$ cat config.mk
export PLATFORM = sky130hd
export DESIGN_NAME = ptr_agen
export DESIGN_NICKNAME = d
export VERILOG_FILES = /design/src/rtl/ptr_agen_pkg.sv /design/src/rtl/rev_carry_addsub.sv /design/src/rtl/ptr_agen.sv
export SDC_FILE = /design/constraint.sdc
export NUM_CORES = 1
export LEC_CHECK = 0
export BUFFER_PORTS_ARGS = -buffer_cell sky130_fd_sc_hd__buf_2
export CORE_ASPECT_RATIO = 1.1
export CORE_MARGIN = 2
export CORE_UTILIZATION = 35
export DETAILED_ROUTE_END_ITERATION = 12
export PLACE_DENSITY_LB_ADDON = 0.08
export SLEW_MARGIN = 20
export SYNTH_ARGS = -nofsm -noshare
export SYNTH_HDL_FRONTEND = slang
export SYNTH_SLANG_ARGS = --single-unit
$ cat constraint.sdc
create_clock -name MCLK -period 2.35 [get_ports MCLK]
set_input_delay 0.3525 -clock MCLK [delete_from_list [all_inputs] [get_ports MCLK]]
set_output_delay 0.3525 -clock MCLK [all_outputs]
set_load 0.02 [all_outputs]
$ cat src/rtl/ptr_agen_pkg.sv
// Purpose : Constants and types for indexed pointer address generation
// Assumes : 16-bit pointers, 7-bit high part, 23-bit word addresses
// Notes   : Mode codes are a local encoding chosen for the decode side
//
// Overview of operation
// - Index-offset mode addresses pointer high part with pointer plus index0; pointer kept.
// - Second double-word address is first plus one if even, minus one if odd.
// - Bit-reversed add addresses with old pointer, then adds index reverse-carry.
// - Bit-reversed subtract addresses with old pointer, then subtracts reverse-borrow.
// - Compat bit set selects pointer zero as index instead of index0.
// - Circular pointer in bit-reversed mode adds buffer start; update never wraps.
// - Add-second-index addresses with current pointer, then adds index1.
// - Subtract-second-index addresses with current pointer, then subtracts index1.
// - Second-index offset addresses pointer plus index1; pointer kept.
// - Constant-offset adds sign-extended 16-bit constant to pointer; pointer kept.
// - Constant-carrying instruction uses 2-byte extension and never pairs in parallel.
// - Pre-modify constant writes pointer plus constant back, then addresses with it.
// - Post-modify address is high part joined to pointer, plus start if circular.
// - Double-word load sends first word to named register, second to its pair.
// - Double-word post-modify makes both addresses from original pointer, one update.
// - Index-offset with compat bit uses pointer zero as offset; pointer kept.
package ptr_agen_pkg;

    //------------------------------------------------------------
    // Widths
    //------------------------------------------------------------
    localparam int PTR_W   = 16;
    localparam int HIGH_W  = 7;
    localparam int ADDR_W  = PTR_W + HIGH_W;
    localparam int MODE_W  = 4;
    localparam int CONST_W = 16;
    localparam int EXT_BYTES = 2;                       // Constant extension length

    //------------------------------------------------------------
    // Reset values
    //------------------------------------------------------------
    localparam logic [ADDR_W-1:0] ADDR_RST = 23'h000000;
    localparam logic [PTR_W-1:0]  PTR_RST  = 16'h0000;

    //------------------------------------------------------------
    // Addressing modes
    //------------------------------------------------------------
    typedef enum logic [MODE_W-1:0] {
        MODE_IDX_OFS  = 4'h0,   // Base plus index0 or pointer zero
        MODE_BR_ADD   = 4'h1,   // Post add, reverse carry
        MODE_BR_SUB   = 4'h2,   // Post subtract, reverse borrow
        MODE_IDX1_ADD  = 4'h3,  // Post add index1
        MODE_IDX1_SUB  = 4'h4,  // Post subtract index1
        MODE_IDX1_OFS  = 4'h5,  // Base plus index1
        MODE_CONST_OFS = 4'h6,  // Base plus constant
        MODE_CONST_PRE = 4'h7   // Pre-modify by constant
    } agen_mode_e;

    //------------------------------------------------------------
    // Sequencer states, Gray along issue path except the idle-to-second step, which flips both bits
    //------------------------------------------------------------
    typedef enum logic [1:0] {
        ST_IDLE   = 2'h0,
        ST_FIRST  = 2'h1,
        ST_SECOND = 2'h3
    } agen_state_e;

endpackage : ptr_agen_pkg

$ cat src/rtl/rev_carry_addsub.sv
// Purpose : Add or subtract with carries flowing from MSB toward LSB
// Assumes : Combinational, width set by parameter
// Notes   : Subtract is reverse add of two's complement in reversed order
`timescale 1ns/100ps
module rev_carry_addsub
    import ptr_agen_pkg::*;
#(
    parameter int W = PTR_W
) (
    input  wire logic [W-1:0] a,
    input  wire logic [W-1:0] b,
    input  wire logic         sub,
    output logic      [W-1:0] y
);

    logic [W-1:0] ar;
    logic [W-1:0] br;
    logic [W-1:0] sr;

    // Bit-reverse operands, add normally, reverse back
    genvar i;
    generate
        for (i = 0; i < W; i++) begin : g_rev
            assign ar[i]     = a[W-1-i];
            assign br[i]     = b[W-1-i];
            assign y[W-1-i]  = sr[i];
        end
    endgenerate

    // Borrow form: reversed negate is plain negate of reversed value
    assign sr = sub ? (ar - br) : (ar + br);

endmodule : rev_carry_addsub

$ cat src/rtl/ptr_agen.sv
// Purpose : Indirect operand address generation with pointer update
// Assumes : Decode holds request fields stable in the request cycle
// Notes   : Two-cycle address issue for double-word accesses;
//           every output is a register field, frozen while clock enable is low
`timescale 1ns/100ps
module ptr_agen
    import ptr_agen_pkg::*;
#(
    parameter int PW = PTR_W,
    parameter int HW = HIGH_W
) (
    input  wire logic                  MCLK,
    input  wire logic                  RST_B,
    input  wire logic                  CE,
    input  wire logic                  REQ,
    input  wire logic [MODE_W-1:0]     MODE,
    input  wire logic                  DBL,
    input  wire logic                  COMPAT_MODE_BIT,
    input  wire logic                  CIRC_EN,
    input  wire logic [PW-1:0]         AUX_POINTER,
    input  wire logic [HW-1:0]         POINTER_HIGH_PART,
    input  wire logic [PW-1:0]         INDEX_REG0,
    input  wire logic [PW-1:0]         INDEX_REG1,
    input  wire logic [PW-1:0]         AUX_POINTER0,
    input  wire logic [PW-1:0]         BUFFER_START_ADDR,
    input  wire logic [CONST_W-1:0]    OFFSET_CONST16,
    output logic                       BUSY,
    output logic                       ADDR_VALID,
    output logic [HW+PW-1:0]           ADDR,
    output logic                       WORD_SEL,
    output logic                       PTR_WE,
    output logic [PW-1:0]              PTR_NEW,
    output logic                       NO_PARALLEL,
    output logic [1:0]                 EXT_LEN
);

    //------------------------------------------------------------
    // State
    //------------------------------------------------------------
    typedef struct packed {
        agen_state_e         st;
        logic                busy;
        logic                valid;
        logic [HW+PW-1:0]    addr;
        logic [HW+PW-1:0]    addr2;
        logic                word_sel;
        logic                we;
        logic [PW-1:0]       ptr_new;
        logic                we_pend;
        logic [PW-1:0]       ptr_pend;
        logic                no_par;
        logic [1:0]          ext_len;
    } agen_s;

    // Registered state and its next value
    agen_s s_r;
    agen_s s_nxt;

    // Datapath nets between operand select and sequencer
    logic [PW-1:0]      idx0;
    logic [PW-1:0]      base;
    logic [PW-1:0]      ofs;
    logic               use_base_ofs;
    logic [PW-1:0]      lin;
    logic [HW+PW-1:0]   first;
    logic [PW-1:0]      brev;
    logic [PW-1:0]      upd;
    logic               upd_en;
    agen_mode_e         mode;

    //------------------------------------------------------------
    // Operand select
    //------------------------------------------------------------
    // Mode code cast to the enum; codes 8 to 15 fall to default
    assign mode = agen_mode_e'(MODE);

    // Index select by compatibility bit
    assign idx0 = COMPAT_MODE_BIT ? AUX_POINTER0 : INDEX_REG0;

    // Reverse-carry update for bit-reversed modes
    // Subtract only in the reverse-borrow mode
    rev_carry_addsub #(.W(PW)) u_rev (
        .a   (AUX_POINTER),
        .b   (idx0),
        .sub (mode == MODE_BR_SUB),
        .y   (brev)
    );

    // Offset and pointer update per mode
    always_comb begin
        ofs          = '0;
        upd          = AUX_POINTER;
        upd_en       = 1'b0;
        use_base_ofs = 1'b0;
        case (mode)
            MODE_IDX_OFS: begin
                // Offset is index0, or pointer zero in compat mode
                ofs = idx0;
            end
            MODE_BR_ADD, MODE_BR_SUB: begin
                // Address uses the old pointer; the update skips the
                // buffer start, so it is never wrapped into the buffer
                upd    = brev;
                upd_en = 1'b1;
            end
            MODE_IDX1_ADD: begin
                upd    = AUX_POINTER + INDEX_REG1;
                upd_en = 1'b1;
            end
            MODE_IDX1_SUB: begin
                upd    = AUX_POINTER - INDEX_REG1;
                upd_en = 1'b1;
            end
            // Base-plus-offset forms other than pre-modify never write the pointer
            MODE_IDX1_OFS: begin
                ofs = INDEX_REG1;
            end
            MODE_CONST_OFS: begin
                ofs = OFFSET_CONST16;
            end
            MODE_CONST_PRE: begin
                // Address adds the constant to the base; the written-back pointer is pointer plus constant, without buffer start
                ofs    = OFFSET_CONST16;
                upd    = AUX_POINTER + OFFSET_CONST16;
                upd_en = 1'b1;
            end
            default: begin
                // Codes 8 to 15 address the base with no offset, no update
                ofs = '0;
            end
        endcase
        use_base_ofs = (ofs != '0);
    end

    //------------------------------------------------------------
    // Address forming
    //------------------------------------------------------------
    // Buffer start added only for circular pointers
    assign base  = CIRC_EN ? (AUX_POINTER + BUFFER_START_ADDR) : AUX_POINTER;
    assign lin   = use_base_ofs ? (base + ofs) : base;
    assign first = {POINTER_HIGH_PART, lin};

    //------------------------------------------------------------
    // Issue sequencer
    //------------------------------------------------------------
    always_comb begin
        // Pulses drop unless a branch raises them
        s_nxt       = s_r;
        s_nxt.valid = 1'b0;
        s_nxt.we    = 1'b0;
        case (s_r.st)
            ST_IDLE: begin
                // Operands sampled only here; later cycles replay stored values
                if (REQ) begin
                    s_nxt.st       = DBL ? ST_SECOND : ST_FIRST;
                    s_nxt.busy     = 1'b1;
                    s_nxt.valid    = 1'b1;
                    s_nxt.addr     = first;
                    s_nxt.word_sel = 1'b0;
                    // Second address pairs by parity of the first
                    s_nxt.addr2    = first[0] ? (first - 1'b1) : (first + 1'b1);
                    s_nxt.we_pend  = upd_en;
                    s_nxt.ptr_pend = upd;
                    // Constant forms need the extension and run alone
                    s_nxt.no_par   = (mode == MODE_CONST_OFS) ||
                                     (mode == MODE_CONST_PRE);
                    s_nxt.ext_len  = s_nxt.no_par ? 2'(EXT_BYTES) : 2'h0;
                    // Single access writes the pointer with its only address
                    if (!DBL) begin
                        s_nxt.we      = upd_en;
                        s_nxt.ptr_new = upd;
                    end
                end
            end
            ST_SECOND: begin
                // Second word from original pointer, with the single update in the same cycle
                // Busy stays high through the second word
                s_nxt.st       = ST_FIRST;
                s_nxt.valid    = 1'b1;
                s_nxt.addr     = s_r.addr2;
                s_nxt.word_sel = 1'b1;
                s_nxt.we       = s_r.we_pend;
                s_nxt.ptr_new  = s_r.ptr_pend;
            end
            ST_FIRST: begin
                // Tail cycle: flags drop and busy is released
                s_nxt.st      = ST_IDLE;
                s_nxt.busy    = 1'b0;
                s_nxt.no_par  = 1'b0;
                s_nxt.ext_len = 2'h0;
            end
            default: begin
                // Unused encoding recovers to idle
                s_nxt.st   = ST_IDLE;
                s_nxt.busy = 1'b0;
            end
        endcase
    end

    // State register
    // Clock enable low holds every field, pulses included
    always_ff @(posedge MCLK or negedge RST_B) begin
        if (!RST_B) begin
            s_r <= '{st: ST_IDLE, busy: 1'b0, valid: 1'b0, addr: ADDR_RST, addr2: ADDR_RST,
                     word_sel: 1'b0, we: 1'b0, ptr_new: PTR_RST, we_pend: 1'b0,
                     ptr_pend: PTR_RST, no_par: 1'b0, ext_len: 2'h0};
        end else if (CE) begin
            s_r <= s_nxt;
        end
    end

    //------------------------------------------------------------
    // Outputs
    //------------------------------------------------------------
    // Each output is a register field, no logic after the flops
    assign BUSY        = s_r.busy;
    assign ADDR_VALID  = s_r.valid;
    assign ADDR        = s_r.addr;
    assign WORD_SEL    = s_r.word_sel;
    assign PTR_WE      = s_r.we;
    assign PTR_NEW     = s_r.ptr_new;
    assign NO_PARALLEL = s_r.no_par;
    assign EXT_LEN     = s_r.ext_len;

endmodule : ptr_agen

### Word level (Yosys, flattened, before mapping)

Index checks and enable logic that the tools add are counted.

* flip-flop bits (word level): 88
* bits of input ports: 114
* word-level logic and storage cells: 65

* muxes and demuxes: 17
* bitwise operators: 1
* add/subtract/negate cells: 9
* reduce and logical (&&, ||, !) cells: 15
* equal/unequal tests: 11

Operator list (count)
* 2-to-1 mux 88 bit: 1
* adder 16 bit: 5
* 2-to-1 mux 16 bit: 4
* one-hot mux 16 bit (4 select lines): 1
* one-hot mux 16 bit (3 select lines): 1
* one-hot mux 24 bit (2 select lines): 1
* one-hot mux 18 bit (2 select lines): 1
* subtractor 16 bit: 2
* adder 23 x 1 -> 23 bit, second input constant: 1
* 2-to-1 mux 23 bit: 1
* subtractor 23 x 1 -> 23 bit, second input constant: 1
* 2-to-1 mux 17 bit: 1
* == test 4 x 3 -> 1 bit, second input constant: 4
* nonzero test 16 bit: 1
* AND reduction 3 bit: 4
* == test 4 x 2 -> 1 bit, second input constant: 2
* one-hot mux 3 bit (2 select lines): 1
* OR reduction 5 bit: 1
* == test 4 x 1 -> 1 bit, second input constant: 1
* logical NOT 4 bit: 1
* 2-to-1 mux 2 bit: 2
* inequality test 2 bit, second input constant: 2
* one-hot mux 2 bit (2 select lines): 1
* AND reduction 4 bit: 1
* 10 further kinds: 12

### Longest topological paths before layout

Gate-level depths: netlist of run 1.

* depth in word-level cells: 9
* gate-level depth with buffers: 29
* gate-level depth less buffers: 29

### Hierarchy

A second synthesis of run 1 with hierarchy kept.

* cells, all modules: 1222
* area total of the unflattened synthesis: 9654.3 um2

By module, submodules not included
* ptr_agen: cells each 1071, area each 8594.5 um2, seq. area each 2152.1 um2, instances 1
* rev_carry_addsub: cells each 151, area each 1059.8 um2, seq. area each 0.0 um2, instances 1

### Least setup slack after synthesis of run 1

OpenSTA, ideal clock, no wires.

* path kind: input-to-reg
* from: in MODE[3]
* to: reg s_r[57] in the netlist's numbering
* stages on the path: 28
* data required time: 2255 ps
* setup time: 95 ps
* slack: -3568 ps
* data arrival time: 5822 ps
* cells stage by stage: buf_2 nand2b_1 clkbuf_1 clkbuf_1 clkbuf_1 o22ai_1 ha_1 fa_1 a21o_1 a21oi_1 o21bai_1 a21oi_1 o21bai_1 a41oi_1 a211o_1 o211ai_1 xor2_1 mux2_2 ha_1 nand2_1 nor3_1 and2_1 o31ai_1 o21ai_0 a211oi_1 or4b_4 nor3b_1 o31ai_1

* cells in the longest elaborated chain, start to end: 7
* elaborated cells on any way between the ends: 12
* those cells by class: add/sub: 3; eq/ne: 3; mux: 3; reduce/logical: 3

Ends and longest elaborated chain
* from (decl): RTL line ptr_agen.sv:16 `input wire logic [MODE_W-1:0] MODE,`
* == test 4 x 3 -> 1 bit: RTL line ptr_agen.sv:95 `case (mode)`
* OR reduction 2 bit (no source line)
* one-hot mux 16 bit (3 select lines) (*): RTL line ptr_agen.sv:95
* adder 16 bit / nonzero test 16 bit (equally long branches): RTL line ptr_agen.sv:140, ptr_agen.sv:132
* 2-to-1 mux 16 bit (*): RTL line ptr_agen.sv:140 `assign lin = use_base_ofs ? (base + ofs) : base;`
* adder 23 x 1 -> 23 bit / subtractor 23 x 1 -> 23 bit (equally long branches): RTL line ptr_agen.sv:161 `s_nxt.addr2 = first[0] ? (first - 1'b1) : (first + 1'b1);`
* 2-to-1 mux 23 bit (*): RTL line ptr_agen.sv:161
* to (signal assigned): RTL line ptr_agen.sv:204 `s_r <= '{st: ST_IDLE, busy: 1'b0, valid: 1'b0, addr: ADDR_RST, addr2: ADDR_RST,`
* to (signal assigned): RTL line ptr_agen.sv:208 `s_r <= s_nxt;`
* to (decl): RTL line ptr_agen.sv:56 `agen_s s_r;`

Mark *: on every way between the ends. The rest lies on a longest branch, timed or not.
A chain may end at the register's enable or synchronous reset.

### Worst setup path after layout of run 1

* from: in AUX_POINTER[0]
* to: reg s_r[58] in the netlist's numbering

* cells in the longest elaborated chain, start to end: 6
* elaborated cells on any way between the ends: 7
* those cells by class: add/sub: 4; mux: 3

Ends and longest elaborated chain
* from (decl): RTL line ptr_agen.sv:20 `input wire logic [PW-1:0] AUX_POINTER,`
* adder 16 bit: RTL line ptr_agen.sv:139 `assign base = CIRC_EN ? (AUX_POINTER + BUFFER_START_ADDR) : AUX_POINTER;`
* 2-to-1 mux 16 bit (*): RTL line ptr_agen.sv:139
* adder 16 bit: RTL line ptr_agen.sv:140
* 2-to-1 mux 16 bit (*): RTL line ptr_agen.sv:140
* adder 23 x 1 -> 23 bit / subtractor 23 x 1 -> 23 bit (equally long branches): RTL line ptr_agen.sv:161
* 2-to-1 mux 23 bit (*): RTL line ptr_agen.sv:161

Marked as above.

==> metrics.cfg, run 1 <==
[outcome]
violations = negative setup slack
status = finished, violations left

[power]
power.density_nw_per_um2 = 783.3
vdd_drop_max_uv = 600.7
leakage_nw = 7.644

[clock_tree]
cts_tree = done
cts-root-buf = clkbuf_16
cts_made_buffers = 9
cts.clk_slew.worst_paths_ns = 0.06
htree_levels = 3
hold_buffers = 0
cts.sinks = 86
clk_latency_ns = 0.34
cts_buffer_depth = 2

[sta]
fin_skew_ns = 0.007872
rsz0062_at_grt = true
max_freq_mhz = 186.2
drv_slew = 0
tightestPinTransition_ns = 0.5626
layout_setup_ws_ns = -3.022
finalSetupViolations = 71
min_period_ns = 5.372
slew_headroom_pct = 62.49
final_hold_viol_count = 0
finalCritPeriodShare_pct = 228.6
worst_hold_slack_ns = 0.004726

[grt]
overflow = 0
track_usage_pct = 25.84
grt_first_pass_wirelength_mm = 58.15
grt_max_degree = 46
antenna_found_initial = 0
grt_pass1_vias = 10670

[logic_synthesis]
async_flop_share_pct = 100.0
synth_compound_area_share_pct = 28.55
synth_fp_nets = 1436
yosysSeqAreaShare_pct = 22.31
synth_top_cell_by_area = dfrtp_1
synthTopCellsByArea = dfrtp_1 (22%), ha_1 (11%), o21ai_0 (6.2%), nand2_1 (4.9%), xnor2_1 (4.7%)
avgSynthCellArea_um2 = 7.834
ys.flop_type = dfrtp_1
synth_simple_gate_area_share_pct = 16.31
synthAdderAreaFrac_pct = 12.12
synth_edf_count = 0
muxShareOfSynthArea_pct = 5.410
synth_xor_area_share_pct = 7.447
syn_area_um2 = 9644
synth_top_area_share_pct = 22.31
synth_top_family_by_area = compound AO/OA/AOI/OAI gates
synthDistinctLibCells = 71
yosysWarnings = 0
synth.ff_latch_count = 86
syn_inst = 1231

[setup_path]
crit_family = compound AO/OA/AOI/OAI gates
required_ns = 2.61
critPathLaunchType = primary input
crit_type = in2reg
critPathMaxFanout = 3
critPathCaptureType = flip-flop
slowest_stage = o41ai_4
r2r-start = s_r[87]
crit_arrival_ns = 5.63
worst_path_largest_cell_delay_ns = 0.42
path_buf_inv = 1
critPathLaunch = AUX_POINTER[0]

[finish]
mostFrequentLayoutCells = buf_4 (411), buf_2 (152), nand2_1 (114)
area.growth.synth_to_final_pct = 66.89
final_cell_area_um2 = 16100
drive_gt1_share_pct = 50.85
finalNetCount = 1970
layout_commonest_cell = buf_4
fin_util_pct = 59.53

[routing]
vias = 11230
wl_per_cell_um = 18.09
ant_nets = 0
drt_first_pass_iters = 7
drc = 0
routed_wirelength_mm = 38.49
dr.first_iter.drc_count = 643
viasPerCell = 5.277

[floorplanning]
dieArea_um2 = 28900
coreArea_um2 = 27040
start_util_pct = 35.67
row_count = 63
io_pins = 160
die_y_um = 178.1
die_x_um = 162.3

[place]
place_ws_ns = -3.566
place_congestion = 0.9122
port_buffers = 158
place_hpwl_mm = 30.54
placed_area_um2 = 13720

[hold_path]
hold_class = in2async

[run]
maxCapViolCount = 0

==> cell type report <==
cell class	count	area, um2
diodes	1	2.502
clock buffers	13	250.2
clock inverters	3	67.56
fillers	2427	10940
inverters	52	205.2
multi-input cells	989	8314
flip-flops and latches	86	2152
well taps	357	446.7
repair buffers	627	4657
==> routing by layer <==
metal | routed length [um] | track usage [%] | vias up
met5 | 0 | 0 | -
met4 | 1153 | 8.370 | 0
met3 | 1148 | 1.674 | 37
met2 | 19480 | 46.86 | 265
met1 | 16700 | 32.67 | 5358
li1 | - | - | 5570
==> sequential cells by signal, summed over array words and instances (netlist names) <==
register	flops
ADDR	23
PTR_WE	1
WORD_SEL	1
NO_PARALLEL	1
ADDR_VALID	1
PTR_NEW	16
BUSY	1
s_r	42
==> where the power goes <==
part / total (mW) / switching [mW] / internal [mW]
Combinational: 8.55 / 4.26 / 4.29
Clock: 1.54 / 0.583 / 0.962
Sequential: 2.51 / 0.380 / 2.13
==> cells by family after synthesis <==
| family | after synthesis |
|---|---|
| XOR/XNOR | 82 |
| other | 1 |
| AND/OR/NAND/NOR | 343 |
| multiplexers | 48 |
| AO/OA/AOI/OAI | 424 |
| buffers and inverters | 156 |
| adder cells (fa/ha/maj) | 91 |
| flip-flops | 86 |
==> worst register-to-register path, delay by kind of cell (launching register included) <==
family	cells	cell delay, ns
AOI/OAI and AO/OA	4	0.45
adders and majority gates	1	0.31
buffers and inverters	2	0.34
DFF	1	0.40
and+or+nand+nor	3	0.51
==> stage by stage <==
stage	TNS (ns)	total power [mW]	instances
final	-98.26	12.61	2128
after global routing	-109.25	13.45	2127
after CTS	-95.33	11.94	2100
after detailed placement	-130.14	9.226	2029
after global placement	-127.86	9.132	2029
after floorplan	-76.68	6.691	1231
==> path summary, 6_finish.rpt <==
path | slack (ns) | depth (start not counted) | end
worst max-delay path | -3.02 | 28 | s_r[58]
worst max register to register | 0.27 | 10 | PTR_NEW[15]
max in group asynchronous | 1.68 | 2 | ADDR[15]
worst min register to register | 0.47 | 2 | ADDR[21]
min in group MCLK | 0.31 | 3 | BUSY
worst min-delay path | 0.005 | 1 | s_r[13]
==> Yosys cell counts (all sizes together), types with 16 or more instances <==
| cell | count |
|---|---|
| xnor2 | 52 |
| o21ai | 128 |
| a21o | 24 |
| nor2 | 84 |
| or3 | 16 |
| a22oi | 41 |
| dfrtp | 86 |
| inv | 52 |
| a31oi | 19 |
| mux2i | 24 |
| mux2 | 24 |
| o31ai | 17 |
| ha | 87 |
| nand3 | 25 |
| a21oi | 77 |
| xor2 | 30 |
| buf | 53 |
| clkbuf | 51 |
| nor3 | 35 |
| nand2 | 127 |
==> timing repair <==
action | 4_1_cts | 5_1_grt
resized for setup | 170 | 137
setup endpoints to repair | 71 | 71
hold endpoints to repair | 0 | 0
setup buffers | 58 | 31
pin swaps | 96 | 70
Power figures use the tool's default switching activity.
==> run 2: changes to the inputs <==
==> constraint.sdc (replaced) <==
create_clock -name MCLK -period 5.2 [get_ports MCLK]
set_input_delay 0.78 -clock MCLK [delete_from_list [all_inputs] [get_ports MCLK]]
set_output_delay 0.78 -clock MCLK [all_outputs]
set_load 0.02 [all_outputs]
==> metrics.cfg, run 2 (synthesized netlist as in run 1, its figures left out) <==
[place]
place_congestion = 0.9214  ; was 0.9122
place_hpwl_mm = 28.48  ; was 30.54 mm
dp_cells = 1862  ; was 2029
port_buffers = 158  ; unchanged
placed_area_um2 = 12090  ; was 13720 um2

[grt]
use_met3_pct = 2.372  ; was 1.674%
grt.met1_usage_pct = 31.00  ; was 32.67%
overflow = 0  ; unchanged
antenna_found_initial = 0  ; unchanged
grt_pass1_vias = 9770  ; was 10670
busiest_layer = met2  ; unchanged
grt_util_met2_pct = 40.78  ; was 46.86%
grt_first_pass_wirelength_mm = 53.71  ; was 58.15 mm
track_usage_pct = 24.00  ; was 25.84%
grt_max_degree = 79  ; was 46

[finish]
regMostFlops = s_r  ; unchanged
num_antenna_cells = 0  ; was 1
finalNonFillerCells = 1894  ; was 2128
fillers = 2720  ; was 2427
final_cell_area_um2 = 13000  ; was 16100 um2
drive_gt1_share_pct = 34.16  ; was 50.85%
layout_commonest_cell = buf_4  ; unchanged
finalNetCount = 1738  ; was 1970
largest_reg_flops = 42  ; unchanged
mostFrequentLayoutCells = buf_4 (234), buf_2 (155), nand2_1 (118)  ; was buf_4 (411), buf_2 (152), nand2_1 (114)
area.growth.synth_to_final_pct = 34.74  ; was 66.89%

[clock_tree]
cts.clk_slew.worst_paths_ns = 0.06  ; about the same
htree_levels = 3  ; unchanged
cts_buffer_depth = 2  ; unchanged
cts_tree = done  ; unchanged
cts-root-buf = clkbuf_16  ; unchanged
cts.sinks = 86  ; unchanged
cts_made_buffers = 9  ; unchanged
clk_latency_ns = 0.35  ; was 0.34 ns

[sta]
tightestPinTransition_ns = 1.036  ; was 0.5626 ns
worst_hold_slack_ns = 0.3166  ; was 0.004726 ns
drv_slew = 0  ; unchanged
final_hold_viol_count = 0  ; unchanged
fin_skew_ns = 0.007396  ; was 0.007872 ns
finalCritPeriodShare_pct = 110.3
max_freq_mhz = 174.4
slew_headroom_pct = 30.70  ; was 62.49%
min_period_ns = 5.734
finalSetupViolations = 8  ; was 71
rsz0062_at_grt = true  ; unchanged
layout_setup_ws_ns = -0.5341  ; was -3.022 ns

[setup_path]
critPathMaxFanout = 5  ; was 3
required_ns = 5.45  ; was 2.61 ns
critPathCaptureType = flip-flop  ; unchanged
critPathLaunchType = primary input  ; unchanged
crit_type = in2reg  ; unchanged
crit_arrival_ns = 5.99  ; was 5.63 ns

[hold_path]
hold_class = in2async  ; unchanged

[routing]
dr.first_iter.drc_count = 705  ; was 643
drc = 0  ; unchanged
drt_first_pass_iters = 6  ; was 7
wl_per_cell_um = 18.42  ; was 18.09 um
routed_wirelength_mm = 34.88  ; was 38.49 mm
ant_nets = 0  ; unchanged
viasPerCell = 5.332  ; was 5.277
vias = 10100  ; was 11230

[power]
power.density_nw_per_um2 = 363.9  ; was 783.3 nW/um2
leakage_nw = 6.191  ; was 7.644 nW
vdd_drop_max_uv = 256.5  ; was 600.7 uV

[floorplanning]
die_x_um = 162.3  ; unchanged
coreArea_um2 = 27040  ; unchanged
dieArea_um2 = 28900  ; unchanged
start_util_pct = 35.67  ; unchanged
io_pins = 160  ; unchanged
row_count = 63  ; unchanged
die_y_um = 178.1  ; unchanged

[run]
maxCapViolCount = 0  ; unchanged

[outcome]
status = finished, violations left  ; unchanged
violations = negative setup slack  ; unchanged

[run 2: cell count changes in the layout (fill, tap and decap cells not counted), sizes merged]
cell	change
clkbuf	-3
diode	-1
buf	-231
clkinv	+1
[run 2: layout make-up]
cell class,count,area (um2),area share [%]
repair buffers,395,2604,20.04
well taps,357,446.7,3.437
inverters,52,195.2,1.502
clock inverters,4,72.57,0.5584
clock buffers,11,232.7,1.791
flip-flops and latches,86,2152,16.56
multi-input cells,989,7292,56.11
[run 2: path summary, 6_finish.rpt]
path | start | end | slack, ns | cells past startpoint
hold reg to reg | ADDR[18] | ADDR[18] | 0.47 | 2
min in group MCLK | ADDR[18] | ADDR[18] | 0.47 | 2
setup / recovery | AUX_POINTER[0] | s_r[57] | -0.53 | 28
setup reg to reg | s_r[86] | PTR_NEW[15] | 2.39 | 9
hold / removal | RST_B | s_r[7] | 0.32 | 1
max in group asynchronous | RST_B | ADDR[12] | 3.75 | 2
[run 2: timing repair]
item / CTS / global route
pin swaps: 35 / 47
setup buffers: 13 / 6
hold buffers: 0 / 0
setup endpoints to repair: 10 / 21
resized for setup: 30 / 57
[run 2: metrics by stage]
stage          util [%]  power (mW)  setup slack, ns  setup TNS (ns)
5_1_grt           48.06       5.108          -0.8445          -6.240
3_5_place_dp      44.73       3.801           -1.156          -9.716
4_1_cts           46.78       4.598          -0.6765          -4.007
6_report          48.06       4.729          -0.5341          -3.350
3_3_place_gp      44.73       3.783           -1.136          -9.146
2_1_floorplan         -       2.909          -0.6160          -3.032
[run 2: worst max-delay path, cell delays in order]
cell and delay, ns:
buf_8 0.10, ha_4 0.15, fa_2 0.33, a21o_1 0.20, a21oi_2 0.14, o21ai_1 0.07
a21o_1 0.19, a21oi_4 0.18, o21bai_1 0.09, xor2_1 0.14, mux2_4 0.28, ha_4 0.22
and3_4 0.14, o311a_4 0.11, or3_4 0.42, nand2_4 0.09, o2111ai_2 0.12, a21oi_2 0.16
mux2_4 0.34, xnor2_4 0.15, ha_4 0.30, buf_6 0.11, nand3_1 0.08, o21ai_2 0.15
a211oi_2 0.07, or4b_4 0.51, nor3b_2 0.17, o31ai_1 0.18
[run 2: per-layer routing]
layer / wire, um / vias up / part of all wire, %
li1: - / 5096 / -
met1: 15530 / 4662 / 45
met2: 16330 / 286 / 47
met3: 1573 / 55 / 4.5
met4: 1453 / 0 / 4.2
met5: 0 / - / 0
[run 2: report_power, final]
part	internal (mW)	switching, mW
logic	1.35	1.59
registers	0.963	0.163
clock network	0.417	0.254
total	2.73	2.00
==> run 3: changes to the inputs <==
--- a/config.mk
+++ b/config.mk
@@ -11,6 +11,7 @@
 export CORE_UTILIZATION = 35
 export DETAILED_ROUTE_END_ITERATION = 12
 export PLACE_DENSITY_LB_ADDON = 0.08
+export SETUP_SLACK_MARGIN = 0.15
 export SLEW_MARGIN = 20
 export SYNTH_ARGS = -nofsm -noshare
 export SYNTH_HDL_FRONTEND = slang
==> metrics.cfg, run 3 (synthesized netlist as in run 1, its figures left out) <==
[power]
p_clk_share_pct = 15.9  ; was 14.2%
vdd_drop_max_uv = 305.8  ; was 256.5 uV
power.density_nw_per_um2 = 367.7  ; was 363.9 nW/um2
share_comb_of_total_power_pct = 60.7  ; was 62.0%
swShare_pct = 41.91  ; was 42.35%
p_seq_share_pct = 23.4  ; was 23.8%
power.total_mw = 4.783  ; was 4.729 mW
leakage_nw = 6.206  ; was 6.191 nW
internal_power_mw = 2.779  ; was 2.726 mW
switchingPower_mw = 2.005  ; was 2.003 mW

[clock_tree]
cts.sinks = 86  ; unchanged
cts.clk_slew.worst_paths_ns = 0.07  ; was 0.06 ns
htree_levels = 3  ; unchanged
cts_buffer_depth = 2  ; unchanged
cts-root-buf = clkbuf_16  ; unchanged
clk_latency_ns = 0.35  ; about the same
cts_made_buffers = 9  ; unchanged
cts_tree = done  ; unchanged

[setup_path]
crit_family = compound AO/OA/AOI/OAI gates  ; unchanged
r2r_cells = 8  ; was 9
critPathLaunchType = primary input  ; unchanged
required_ns = 5.46  ; was 5.45 ns
r2r_setup_slack_ns = 2.14  ; was 2.39 ns
slowest_stage = or4b_4  ; unchanged
r2r-start = s_r[86]  ; unchanged
critPathCaptureType = flip-flop  ; unchanged
worst_path_largest_cell_delay_ns = 0.51  ; about the same
critPathLaunch = AUX_POINTER[0]  ; unchanged
rr_endpoint = PTR_NEW[15]  ; unchanged
crit_arrival_ns = 6.02  ; was 5.99 ns
crit_type = in2reg  ; unchanged
critPathMaxFanout = 3  ; was 5
cp.depth = 31  ; was 28
critPathCapture = s_r[57]  ; unchanged
path_buf_inv = 9  ; was 2

[sta]
finalSetupViolations = 7  ; was 8
layout_setup_ws_ns = -0.5618  ; was -0.5341 ns
fin_tns_setup_ns = -3.206  ; was -3.350 ns
min_period_ns = 5.762  ; was 5.734 ns
tightestPinTransition_ns = 1.007  ; was 1.036 ns
slew_headroom_pct = 32.63  ; was 30.70%
drv_slew = 0  ; unchanged
rsz0062_at_grt = true  ; unchanged
final_hold_viol_count = 0  ; unchanged
max_freq_mhz = 173.6  ; was 174.4 MHz
finalCritPeriodShare_pct = 110.8  ; was 110.3%
fin_skew_ns = 0.009810  ; was 0.007396 ns

[routing]
wl_per_cell_um = 18.46  ; was 18.42 um
drt_first_pass_iters = 6  ; unchanged
routed_wirelength_mm = 34.97  ; was 34.88 mm
dr.first_iter.drc_count = 767  ; was 705
vias = 10120  ; was 10100
ant_nets = 0  ; unchanged
viasPerCell = 5.345  ; was 5.332
drc = 0  ; unchanged

[finish]
finalNetCount = 1737  ; was 1738
area.growth.synth_to_final_pct = 34.90  ; was 34.74%
drive_gt1_share_pct = 34.22  ; was 34.16%
largest_reg_flops = 42  ; unchanged
layout_commonest_cell = buf_4  ; unchanged
fin_util_pct = 48.12  ; was 48.06%
num_antenna_cells = 0  ; unchanged
regMostFlops = s_r  ; unchanged
finalNonFillerCells = 1894  ; unchanged
mostFrequentLayoutCells = buf_4 (228), buf_2 (155), nand2_1 (121)  ; was buf_4 (234), buf_2 (155), nand2_1 (118)

[place]
port_buffers = 158  ; unchanged
place_congestion = 0.9380  ; was 0.9214
dp_cells = 1858  ; was 1862
place_hpwl_mm = 28.64  ; was 28.48 mm
place_ws_ns = -1.183  ; was -1.156 ns

[floorplanning]
coreArea_um2 = 27040  ; unchanged
start_util_pct = 35.67  ; unchanged
row_count = 63  ; unchanged
io_pins = 160  ; unchanged
die_y_um = 178.1  ; unchanged
dieArea_um2 = 28900  ; unchanged
die_x_um = 162.3  ; unchanged

[outcome]
status = finished, violations left  ; unchanged
violations = negative setup slack  ; unchanged

[grt]
grt_first_pass_wirelength_mm = 53.91  ; was 53.71 mm
busiest_layer = met2  ; unchanged
grt_util_met2_pct = 41.49  ; was 40.78%
grt_pass1_vias = 9717  ; was 9770
use_met3_pct = 2.325  ; was 2.372%
track_usage_pct = 24.07  ; was 24.00%
grt_max_degree = 58  ; was 79
antenna_found_initial = 0  ; unchanged
grt.met1_usage_pct = 31.07  ; was 31.00%
overflow = 0  ; unchanged

[hold_path]
hold_class = in2async  ; unchanged

[run]
maxCapViolCount = 0  ; unchanged

run 3: cell types whose count changed in the layout (fill, tap and decap cells not counted), moves of 3 or more:
cell,change
a21oi_1,-4
nor3_2,-3
nand2_2,-3
buf_4,-6
nand2_1,+3
a21oi_2,+5
buf_6,+4
run 3: worst min-delay path by stage:
stage,startpoint,endpoint,slack [ns],cells after the start
6_report,RST_B,PTR_NEW[2],0.35,1
3_3_place_gp,ADDR[19],ADDR[19],0.46,2
2_1_floorplan,s_r[40],s_r[40],0.45,2
3_5_place_dp,ADDR[17],ADDR[17],0.46,2
5_1_grt,RST_B,s_r[12],0.37,1
4_1_cts,RST_B,PTR_NEW[13],0.36,1
run 3: what timing repair did:
| item | in CTS | in global routing |
|---|---|---|
| hold endpoints to repair | 0 | 0 |
| cloned | 0 | 0 |
| buffers inserted | 12 | 8 |
| setup endpoints to repair | 13 | 22 |
| hold buffers | 0 | 0 |
| pin swaps | 33 | 26 |
| gates resized for setup | 46 | 44 |
run 3: cell type report:
| cell class | instances | area [um2] |
|---|---|---|
| fillers | 2729 | 14030 |
| repair buffers | 394 | 2624 |
| flip-flops and latches | 86 | 2152 |
| well taps | 357 | 446.7 |
| clock buffers | 10 | 239.0 |
| inverters | 52 | 195.2 |
| clock inverters | 6 | 116.4 |
| multi-input cells | 989 | 7237 |
run 3: routing by layer:
layer,routed length [um],up-vias
met3,1343,41
met4,1342,0
met2,16660,265
met1,15630,4720
li1,-,5097
met5,0,-
run 3: per-stage QoR:
| step | cell area, um2 | hold slack (ns) |
|---|---|---|
| global placement | 12080 | 0.4578 |
| floorplan | 9764 | 0.4495 |
| detailed placement | 12080 | 0.4608 |
| global route | 13010 | 0.3736 |
| CTS | 12750 | 0.3586 |
| finish | 13010 | 0.3517 |
run 3: power groups by stage:
stage	sequential, mW	clock [mW]	combinational, mW
after detailed placement	1.14	0	2.66
after floorplan	1.10	0	1.81
final	1.12	0.762	2.90
after global routing	1.16	0.805	3.20
after CTS	1.12	0.783	2.82
after global placement	1.13	0	2.64
run 3: worst reg2reg max path: cells and delay by family, from the launching register on:
family                   cells  cell delay, ns
AO/OA/AOI/OAI                4            1.12
adder cells (fa/ha/maj)      1            0.73
buffers and inverters        2            0.61
flip-flops                   1            0.39
AND/OR/NAND/NOR              1            0.08
